--- src/irq_status_cfg.svh ---
`ifndef IRQ_STATUS_CFG_SVH
`define IRQ_STATUS_CFG_SVH

// ****************************************************************
// register offsets
// ****************************************************************
`define OFS_SMODE_PLL_FIFO   12'h01f
`define OFS_SMODE_PATTERN    12'h020
`define OFS_SMODE_PAIR_A     12'h021
`define OFS_PLL_FIFO_STATUS  12'h023
`define OFS_PATTERN_STATUS   12'h024
`define OFS_PAIR_A_STATUS    12'h025
`define OFS_LANE_FULL        12'h30c
`define OFS_LANE_EMPTY       12'h30d

// ****************************************************************
// field positions inside the eight-bit registers
// ****************************************************************
`define BIT_SERDES_PLL_LOCKED  2
`define BIT_LANE_FIFO_ERROR    1
`define BIT_CH3_PATTERN_ERROR  3
`define BIT_CH2_PATTERN_ERROR  2
`define BIT_CH1_PATTERN_ERROR  1
`define BIT_CH0_PATTERN_ERROR  0
`define BIT_PAIR_A_POWER_ERROR 7
`define BIT_PAIR_A_BLANK_DONE  5
`define BIT_PAIR_A_OSC_ALIGN   4

// ****************************************************************
// reset values and sizes
// ****************************************************************
`define RST_REG        8'h00
`define NUM_EVENTS     9
`define DEFAULT_LANES  8

`endif

--- src/irq_status_pkg.sv ---
package irq_status_pkg;

   typedef logic [11:0] reg_addr_t;
   typedef logic [7:0]  reg_data_t;

   // order of the event sources inside the flat event vector
   typedef enum {
      EV_LANE_FIFO_ERROR,
      EV_SERDES_PLL_LOCKED,
      EV_CH0_PATTERN_ERROR,
      EV_CH1_PATTERN_ERROR,
      EV_CH2_PATTERN_ERROR,
      EV_CH3_PATTERN_ERROR,
      EV_PAIR_A_OSC_ALIGN,
      EV_PAIR_A_BLANK_COMPLETE,
      EV_PAIR_A_POWER_ERROR
   } event_index_e;

endpackage

--- src/status_bit_cell.sv ---
`timescale 1ns/1ps
`default_nettype none

// one status bit: live view or rising-edge latch, chosen by its mode bit
module status_bit_cell (
   // clock and reset
   input  wire logic CLK,
   input  wire logic RESET,
   // event side
   input  wire logic src,
   input  wire logic sticky_mode_enable,
   input  wire logic clear_pulse,
   // readback side
   output logic      shown,
   output logic      latched
);

   logic prev_q;
   logic prev_d;
   logic latch_q;
   logic latch_d;
   wire  logic rise;

   assign rise   = src & ~prev_q;
   assign prev_d = src;

   // set wins over a clear in the same cycle; leaving sticky mode drops
   // the latch so the interrupt line cannot hang on a bit nobody sees
   always_comb begin
      latch_d = latch_q;
      if (!sticky_mode_enable) begin
         latch_d = 1'b0;
      end else if (rise) begin
         latch_d = 1'b1;
      end else if (clear_pulse) begin
         latch_d = 1'b0;
      end
   end

   always_ff @(posedge CLK) begin
      if (RESET) begin
         prev_q  <= 1'b0;
         latch_q <= 1'b0;
      end else begin
         prev_q  <= prev_d;
         latch_q <= latch_d;
      end
   end

   // live status in plain mode, held capture in sticky mode
   assign shown   = sticky_mode_enable ? latch_q : src;
   assign latched = latch_q;

endmodule

`default_nettype wire

--- src/irq_event_status_latch.sv ---
`timescale 1ns/1ps
`default_nettype none

`include "irq_status_cfg.svh"

// Functional notes
// - sticky mode set: latch bit on rising edge, hold, pull IRQ_N low.
// - writing one to a latched status bit clears it.
// - bit 2 of the PLL/FIFO status register reads one when PLL locked.
// - bit 1 flags lane FIFO error when any lane FIFO is full or empty.
// - lane FIFO error stays until link is disabled and enabled again.
// - per-lane full at 0x30C, per-lane empty at 0x30D, readable.
// - 0x024 bits 3..0 flag pattern failure on channels 3..0.
// - 0x024 bits 7..4 are reserved and read zero.
// - 0x025 bit 7 flags pair A input over power threshold.
// - 0x025 bit 5 shows pair A output blanking completed.
// - 0x025 bit 4 shows pair A oscillator alignment tripped.
// - mode one latches and interrupts; mode zero shows live status.
module irq_event_status_latch
   import irq_status_pkg::*;
#(
   parameter int LANES = `DEFAULT_LANES
) (
   // clock and reset
   input  wire logic             CLK,
   input  wire logic             RESET,
   // register port
   input  wire logic [11:0]      ADDR,
   input  wire logic [7:0]       WDATA,
   input  wire logic             WR,
   output logic      [7:0]       RDATA,
   // event sources
   input  wire logic             SERDES_PLL_LOCKED,
   input  wire logic             LINK_ENABLE,
   input  wire logic [LANES-1:0] LANE_FIFO_FULL,
   input  wire logic [LANES-1:0] LANE_FIFO_EMPTY,
   input  wire logic [3:0]       PATTERN_ERROR,
   input  wire logic             PAIR_A_POWER_ERROR,
   input  wire logic             PAIR_A_BLANK_COMPLETE,
   input  wire logic             PAIR_A_OSC_ALIGN,
   // interrupt
   output logic                  IRQ_N
);

   // ****************************************************************
   // parameter check
   // ****************************************************************
   // lane indications are read through one eight-bit register each
   if (LANES < 1 || LANES > 8) begin : g_lanes_check
      $error("LANES must lie between 1 and 8");
   end

   // ****************************************************************
   // declarations
   // ****************************************************************
   reg_data_t                 smode_pll_fifo_q;
   reg_data_t                 smode_pattern_q;
   reg_data_t                 smode_pair_a_q;
   reg_data_t                 smode_pll_fifo_d;
   reg_data_t                 smode_pattern_d;
   reg_data_t                 smode_pair_a_d;
   logic                      fifo_err_q;
   logic                      fifo_err_d;
   reg_data_t                 rdata_q;
   reg_data_t                 rdata_d;
   logic                      irq_n_q;
   logic                      irq_n_d;
   logic [`NUM_EVENTS-1:0]    ev_src;
   logic [`NUM_EVENTS-1:0]    ev_mode;
   logic [`NUM_EVENTS-1:0]    ev_clear;
   logic [`NUM_EVENTS-1:0]    ev_shown;
   logic [`NUM_EVENTS-1:0]    ev_latched;
   wire  logic                wr_smode_pll_fifo;
   wire  logic                wr_smode_pattern;
   wire  logic                wr_smode_pair_a;
   wire  logic                wr_pll_fifo_status;
   wire  logic                wr_pattern_status;
   wire  logic                wr_pair_a_status;
   wire  logic                rd_sel_smode_pll_fifo;
   wire  logic                rd_sel_smode_pattern;
   wire  logic                rd_sel_smode_pair_a;
   wire  logic                rd_sel_pll_fifo;
   wire  logic                rd_sel_pattern;
   wire  logic                rd_sel_pair_a;
   wire  logic                rd_sel_lane_full;
   wire  logic                rd_sel_lane_empty;
   wire  logic                any_lane_fault;
   wire  reg_data_t           lane_full_word;
   wire  reg_data_t           lane_empty_word;
   wire  reg_data_t           pll_fifo_status_word;
   wire  reg_data_t           pattern_status_word;
   wire  reg_data_t           pair_a_status_word;

   // ****************************************************************
   // write decode
   // ****************************************************************
   // a write to a read-only or unmapped address matches no strobe
   assign wr_smode_pll_fifo  = WR && (ADDR == `OFS_SMODE_PLL_FIFO);
   assign wr_smode_pattern   = WR && (ADDR == `OFS_SMODE_PATTERN);
   assign wr_smode_pair_a    = WR && (ADDR == `OFS_SMODE_PAIR_A);
   assign wr_pll_fifo_status = WR && (ADDR == `OFS_PLL_FIFO_STATUS);
   assign wr_pattern_status  = WR && (ADDR == `OFS_PATTERN_STATUS);
   assign wr_pair_a_status   = WR && (ADDR == `OFS_PAIR_A_STATUS);

   // reads need no strobe: the word for ADDR is registered every cycle
   assign rd_sel_smode_pll_fifo = (ADDR == `OFS_SMODE_PLL_FIFO);
   assign rd_sel_smode_pattern  = (ADDR == `OFS_SMODE_PATTERN);
   assign rd_sel_smode_pair_a   = (ADDR == `OFS_SMODE_PAIR_A);
   assign rd_sel_pll_fifo       = (ADDR == `OFS_PLL_FIFO_STATUS);
   assign rd_sel_pattern        = (ADDR == `OFS_PATTERN_STATUS);
   assign rd_sel_pair_a         = (ADDR == `OFS_PAIR_A_STATUS);
   assign rd_sel_lane_full      = (ADDR == `OFS_LANE_FULL);
   assign rd_sel_lane_empty     = (ADDR == `OFS_LANE_EMPTY);

   // ****************************************************************
   // mode registers
   // ****************************************************************
   // all eight bits are kept and read back, reserved ones included
   assign smode_pll_fifo_d = wr_smode_pll_fifo ? WDATA : smode_pll_fifo_q;
   assign smode_pattern_d  = wr_smode_pattern  ? WDATA : smode_pattern_q;
   assign smode_pair_a_d   = wr_smode_pair_a   ? WDATA : smode_pair_a_q;

   always_ff @(posedge CLK) begin
      if (RESET) begin
         smode_pll_fifo_q <= `RST_REG;
         smode_pattern_q  <= `RST_REG;
         smode_pair_a_q   <= `RST_REG;
      end else begin
         smode_pll_fifo_q <= smode_pll_fifo_d;
         smode_pattern_q  <= smode_pattern_d;
         smode_pair_a_q   <= smode_pair_a_d;
      end
   end

   // ****************************************************************
   // lane fifo error
   // ****************************************************************
   // the fault is held in hardware; only dropping the link enable removes
   // it, so software must cycle the link even after a write-one clear
   assign any_lane_fault = |(LANE_FIFO_FULL | LANE_FIFO_EMPTY);

   always_comb begin
      fifo_err_d = fifo_err_q;
      if (!LINK_ENABLE) begin
         fifo_err_d = 1'b0;
      end else if (any_lane_fault) begin
         fifo_err_d = 1'b1;
      end
   end

   always_ff @(posedge CLK) begin
      if (RESET) begin
         fifo_err_q <= 1'b0;
      end else begin
         fifo_err_q <= fifo_err_d;
      end
   end

   // ****************************************************************
   // event mapping
   // ****************************************************************
   // the lane fault reaches its cell through the hold flag, one edge later
   assign ev_src[EV_LANE_FIFO_ERROR]       = fifo_err_q;
   assign ev_src[EV_SERDES_PLL_LOCKED]     = SERDES_PLL_LOCKED;
   assign ev_src[EV_CH0_PATTERN_ERROR]     = PATTERN_ERROR[0];
   assign ev_src[EV_CH1_PATTERN_ERROR]     = PATTERN_ERROR[1];
   assign ev_src[EV_CH2_PATTERN_ERROR]     = PATTERN_ERROR[2];
   assign ev_src[EV_CH3_PATTERN_ERROR]     = PATTERN_ERROR[3];
   assign ev_src[EV_PAIR_A_OSC_ALIGN]      = PAIR_A_OSC_ALIGN;
   assign ev_src[EV_PAIR_A_BLANK_COMPLETE] = PAIR_A_BLANK_COMPLETE;
   assign ev_src[EV_PAIR_A_POWER_ERROR]    = PAIR_A_POWER_ERROR;

   assign ev_mode[EV_LANE_FIFO_ERROR] =
      smode_pll_fifo_q[`BIT_LANE_FIFO_ERROR];
   assign ev_mode[EV_SERDES_PLL_LOCKED] =
      smode_pll_fifo_q[`BIT_SERDES_PLL_LOCKED];
   assign ev_mode[EV_CH0_PATTERN_ERROR] =
      smode_pattern_q[`BIT_CH0_PATTERN_ERROR];
   assign ev_mode[EV_CH1_PATTERN_ERROR] =
      smode_pattern_q[`BIT_CH1_PATTERN_ERROR];
   assign ev_mode[EV_CH2_PATTERN_ERROR] =
      smode_pattern_q[`BIT_CH2_PATTERN_ERROR];
   assign ev_mode[EV_CH3_PATTERN_ERROR] =
      smode_pattern_q[`BIT_CH3_PATTERN_ERROR];
   assign ev_mode[EV_PAIR_A_OSC_ALIGN] =
      smode_pair_a_q[`BIT_PAIR_A_OSC_ALIGN];
   assign ev_mode[EV_PAIR_A_BLANK_COMPLETE] =
      smode_pair_a_q[`BIT_PAIR_A_BLANK_DONE];
   assign ev_mode[EV_PAIR_A_POWER_ERROR] =
      smode_pair_a_q[`BIT_PAIR_A_POWER_ERROR];

   // write one to a status bit clears its latch
   assign ev_clear[EV_LANE_FIFO_ERROR] = wr_pll_fifo_status &
      WDATA[`BIT_LANE_FIFO_ERROR];
   assign ev_clear[EV_SERDES_PLL_LOCKED] = wr_pll_fifo_status &
      WDATA[`BIT_SERDES_PLL_LOCKED];
   assign ev_clear[EV_CH0_PATTERN_ERROR] = wr_pattern_status &
      WDATA[`BIT_CH0_PATTERN_ERROR];
   assign ev_clear[EV_CH1_PATTERN_ERROR] = wr_pattern_status &
      WDATA[`BIT_CH1_PATTERN_ERROR];
   assign ev_clear[EV_CH2_PATTERN_ERROR] = wr_pattern_status &
      WDATA[`BIT_CH2_PATTERN_ERROR];
   assign ev_clear[EV_CH3_PATTERN_ERROR] = wr_pattern_status &
      WDATA[`BIT_CH3_PATTERN_ERROR];
   assign ev_clear[EV_PAIR_A_OSC_ALIGN] = wr_pair_a_status &
      WDATA[`BIT_PAIR_A_OSC_ALIGN];
   assign ev_clear[EV_PAIR_A_BLANK_COMPLETE] = wr_pair_a_status &
      WDATA[`BIT_PAIR_A_BLANK_DONE];
   assign ev_clear[EV_PAIR_A_POWER_ERROR] = wr_pair_a_status &
      WDATA[`BIT_PAIR_A_POWER_ERROR];

   // ****************************************************************
   // status cells
   // ****************************************************************
   // each cell keeps its edge history in plain mode too, so turning a
   // mode bit on while its source is high raises no false capture
   for (genvar i = 0; i < `NUM_EVENTS; i++) begin : g_cell
      status_bit_cell u_cell (
         .CLK                (CLK),
         .RESET              (RESET),
         .src                (ev_src[i]),
         .sticky_mode_enable (ev_mode[i]),
         .clear_pulse        (ev_clear[i]),
         .shown              (ev_shown[i]),
         .latched            (ev_latched[i])
      );
   end

   // ****************************************************************
   // readback words
   // ****************************************************************
   // reserved positions are tied to zero in every status word
   assign pll_fifo_status_word = {
      5'h00,
      ev_shown[EV_SERDES_PLL_LOCKED],
      ev_shown[EV_LANE_FIFO_ERROR],
      1'b0
   };

   assign pattern_status_word = {
      4'h0,
      ev_shown[EV_CH3_PATTERN_ERROR],
      ev_shown[EV_CH2_PATTERN_ERROR],
      ev_shown[EV_CH1_PATTERN_ERROR],
      ev_shown[EV_CH0_PATTERN_ERROR]
   };

   assign pair_a_status_word = {
      ev_shown[EV_PAIR_A_POWER_ERROR],
      1'b0,
      ev_shown[EV_PAIR_A_BLANK_COMPLETE],
      ev_shown[EV_PAIR_A_OSC_ALIGN],
      4'h0
   };

   // unused upper lanes read as zero
   for (genvar l = 0; l < 8; l++) begin : g_lane_bit
      if (l < LANES) begin : g_used
         assign lane_full_word[l]  = LANE_FIFO_FULL[l];
         assign lane_empty_word[l] = LANE_FIFO_EMPTY[l];
      end else begin : g_unused
         assign lane_full_word[l]  = 1'b0;
         assign lane_empty_word[l] = 1'b0;
      end
   end

   // unmapped addresses fall through every select and read zero
   assign rdata_d = ({8{rd_sel_smode_pll_fifo}} & smode_pll_fifo_q)
                  | ({8{rd_sel_smode_pattern}}  & smode_pattern_q)
                  | ({8{rd_sel_smode_pair_a}}   & smode_pair_a_q)
                  | ({8{rd_sel_pll_fifo}}       & pll_fifo_status_word)
                  | ({8{rd_sel_pattern}}        & pattern_status_word)
                  | ({8{rd_sel_pair_a}}         & pair_a_status_word)
                  | ({8{rd_sel_lane_full}}      & lane_full_word)
                  | ({8{rd_sel_lane_empty}}     & lane_empty_word);

   // ****************************************************************
   // interrupt
   // ****************************************************************
   // any held capture keeps the line low; plain-mode bits never reach it;
   // the line is registered so a clear and a new capture never glitch it
   assign irq_n_d = ~(|ev_latched);

   // ****************************************************************
   // output flops
   // ****************************************************************
   // one cycle of latency on both outputs keeps them glitch free
   always_ff @(posedge CLK) begin
      if (RESET) begin
         rdata_q <= `RST_REG;
         irq_n_q <= 1'b1;
      end else begin
         rdata_q <= rdata_d;
         irq_n_q <= irq_n_d;
      end
   end

   assign RDATA = rdata_q;
   assign IRQ_N = irq_n_q;

endmodule

`default_nettype wire

--- config.mk ---
export PLATFORM = sky130hd
export DESIGN_NAME = irq_event_status_latch
export DESIGN_NICKNAME = d
export VERILOG_FILES = /design/src/irq_status_pkg.sv /design/src/status_bit_cell.sv /design/src/irq_event_status_latch.sv
export VERILOG_INCLUDE_DIRS = /design/src /design/src/src
export SDC_FILE = /design/constraint.sdc
export NUM_CORES = 1
export LEC_CHECK = 0
export ABC_AREA = 0
export BUFFER_PORTS_ARGS = -buffer_cell sky130_fd_sc_hd__buf_4
export CAP_MARGIN = 20
export CORE_ASPECT_RATIO = 0.6
export CORE_MARGIN = 4
export CORE_UTILIZATION = 55
export DETAILED_ROUTE_END_ITERATION = 8
export GPL_TIMING_DRIVEN = 0
export PLACE_DENSITY = 0.9
export SETUP_SLACK_MARGIN = 0.4
export SLEW_MARGIN = 25
export SYNTH_ARGS = -nofsm -noshare
export SYNTH_HDL_FRONTEND = slang
export SYNTH_SLANG_ARGS = --single-unit
export TNS_END_PERCENT = 5
--- constraint.sdc ---
create_clock -name CLK -period 4.2 [get_ports CLK]
set_input_delay 0.84 -clock CLK [delete_from_list [all_inputs] [get_ports CLK]]
set_output_delay 0.84 -clock CLK [all_outputs]
set_load 0.005 [all_outputs]
==> out/results.ini <==
[pwr]
ir_drop_mv=0.226
power_density_nw_per_um2=292
p_leak_uw=0.00122
post-layout-total-power_uw=913

[global_routing]
busiest_layer=met2
global_route_wire_length_before_repair_um=11600
grt_overflow_total=0
antenna_found_initial=0
grt_use_met1_pct=36.2
grt_max_degree=16
grt_usage_pct=26.2
met3_usage_pct=7.06
first_global_vias=2350
grt_util_met2_pct=40.4

[yosys]
synth_enable_flop_cells=0
asyncSetResetFlopFracSynth_pct=0
yosys.cell_count.top_type=dfxtp_1
yosys.cell_types.count=42
synth.top_cell.area_share_pct=40.9
ys_seq_area_share_pct=40.9
syn-instance-count=277
syn_nets=325
post_synth.cell_area_avg_sq_um=9.18
synth.ff_latch_count=52
synth-warning-count=0
synth.cells.most_frequent=dfxtp_1, nor2_1, a21oi_1, nor2b_1, o21ai_0
synth_area_leader_cell=dfxtp_1
yosys_most_used_dff=dfxtp_1
syn_area_sq_um=2540
synth_area_leaders=dfxtp_1, mux2i_1, nor2b_1

[floorplanning]
boundaryPins=57
die_height_um=60.7
core.rowCount=18
die-width_um=95.8
design.core.area_sq_um=4280
floorplan.initialDensity_pct=59.4
die-area_sq_um=5810

[place]
dp_cell_count=392
placement.io_buffers=55
place.gp.congestion=0.900
dp_hpwl_um=5640

[sta]
period_needed_ps=2330
timing.final.crit_share_pct=55.4
timing_hold_violations_final=0
tightest_slew_ps=572
setup_violating_endpoint_count_in_the_final_report=0
fmax_ghz=0.430
max-slew-margin-rel_pct=61.5
finalMaxSlewViolations=0
fin_setup_tns_ps=0
worst_clock_skew_ps=3.75
rsz0062_at_grt=false

[clock_tree]
clkTransAtPathRegs_ps=90
clock_insertion_delay_at_the_later_pin_of_the_skew_report_ps=310
cts_inserted_buffers=5
post_cts.resized_instances=0
root_buffer=clkbuf_8
htree_levels=2
post_cts_buffers=0
cts_tree=done
postCtsHoldBufs=0
tritoncts_sink_count=52
max-clock-path-buffers=2

[detailed_routing]
drt_first_iter_violations=228
vias_per_inst=6.27
detailedRoute.firstPassIterationCount=6
final_antenna_net_count=0
post_drt_wl_per_cell_um=18.5
finalWirelength_um=7400
num_vias=2506
total_drc_errors_in_the_routed_layout=0

[job]
max-cap-violations=0

[setup_path]
crit_buf_inv=1
worst-endpoint-arrival_ps=2560
cp_data_required_time_ps=4430
highest_cell_delay_on_the_worst_timing_path_ps=590
start_kind=primary input
critPathTopFamily=simple AND/OR/NAND/NOR gates
cp_cell_sequence=buf_4 > or4_4 > nor4_4 > o2111ai_1 > a31oi_1
crit_type=in2reg
worstPathMaxFanout=7
crit_path_top_delay_cell=or4_4
cp-end-kind=register

[layout]
antennaDiodeCount=0
syn2layout_area_growth_pct=22.9
final_layout_size_suffix_gt1_share_pct=25.6
nNetsFinal=387
post_layout_nonfiller_instances=400

[min_path]
hp-class=reg2reg

[status]
run_status=completed

==> cells in the final DEF, fill, tap and decap left out, drive strengths merged, types with 9 or more instances in the layout <==
cell type,instances
buf,59
dfxtp,52
nor2,28
a21oi,22
nor2b,20
o21ai,19
mux2i,18
nand3,15
clkbuf,15
mux2,11
nand2b,10
inv,9
==> cells by family after synthesis <==
group,share of synthesized area [%]
mux,12.0
simple gates,28.4
flops,40.9
buf+inv,3.40
compound gates,15.3
==> through the flow <==
| stage | hold WS [ps] | area, sq um | utilization, % | setup slack [ps] |
|---|---|---|---|---|
| 2_1_floorplan | 449 | 2540 | - | 2110 |
| 3_3_place_gp | 457 | 3030 | 70.8 | 1670 |
| 3_5_place_dp | 469 | 3030 | 70.8 | 1640 |
| 4_1_cts | 481 | 3120 | 73.0 | 1960 |
| 5_1_grt | 493 | 3120 | 73.0 | 1820 |
| 6_report | 478 | 3120 | 73.0 | 1870 |
==> layer usage <==
metal | part of all wire (%) | vias to the layer above | routed length (um)
met5 | 0 | - | 0
met4 | 1.9 | 0 | 143
met3 | 11 | 21 | 820
met2 | 43 | 163 | 3190
met1 | 44 | 1186 | 3240
li1 | - | 1136 | -
==> worst register-to-register path, cell delays in order, from the launching register on <==
cell and delay [ps]:
dfxtp_1 350, nand3b_1 190, a32o_1 290, a222oi_1 350
nor2_1 80
==> state kept, by name (all words and copies together) (netlist names) <==
register               flops
smode_pll_fifo_q           8
smode_pair_a_q             8
smode_pattern_q            8
fifo_err_q                 1
g_cell.u_cell.prev_q       9
g_cell.u_cell.latched      9
IRQ_N                      1
RDATA                      8
==> power by group <==
group	switching (uW)	leakage (uW)	total (uW)	internal, uW
Combinational	58.9	0.000757	112	53.3
Clock	167	0.0000445	301	134
Sequential	1.61	0.000421	499	498
==> worst paths after layout <==
check	startpoint	cells after the start	slack (ps)	to
worst max register to register	g_cell[8].u_cell.latched$_SDFFE_PP0P_	4	2820	RDATA[7]$_SDFF_PP0_
worst min register to register	smode_pll_fifo_q[0]$_SDFFE_PP0P_	2	480	smode_pll_fifo_q[0]$_SDFFE_PP0P_
worst min-delay path	smode_pll_fifo_q[0]$_SDFFE_PP0P_	2	480	smode_pll_fifo_q[0]$_SDFFE_PP0P_
worst max-delay path	ADDR[9]	5	1870	RDATA[2]$_SDFF_PP0_
==> cell type report <==
cell class	instances	area, sq um
clock inverter	1	7.51
sequential	52	1040
tap	60	75.1
fill	331	1150
timing repair buffer	55	413
multi-input combinational	204	1420
inverter	9	33.8
clock buffer	7	86.3
buffer	12	52.6
(Power assumes the default switching activity.)
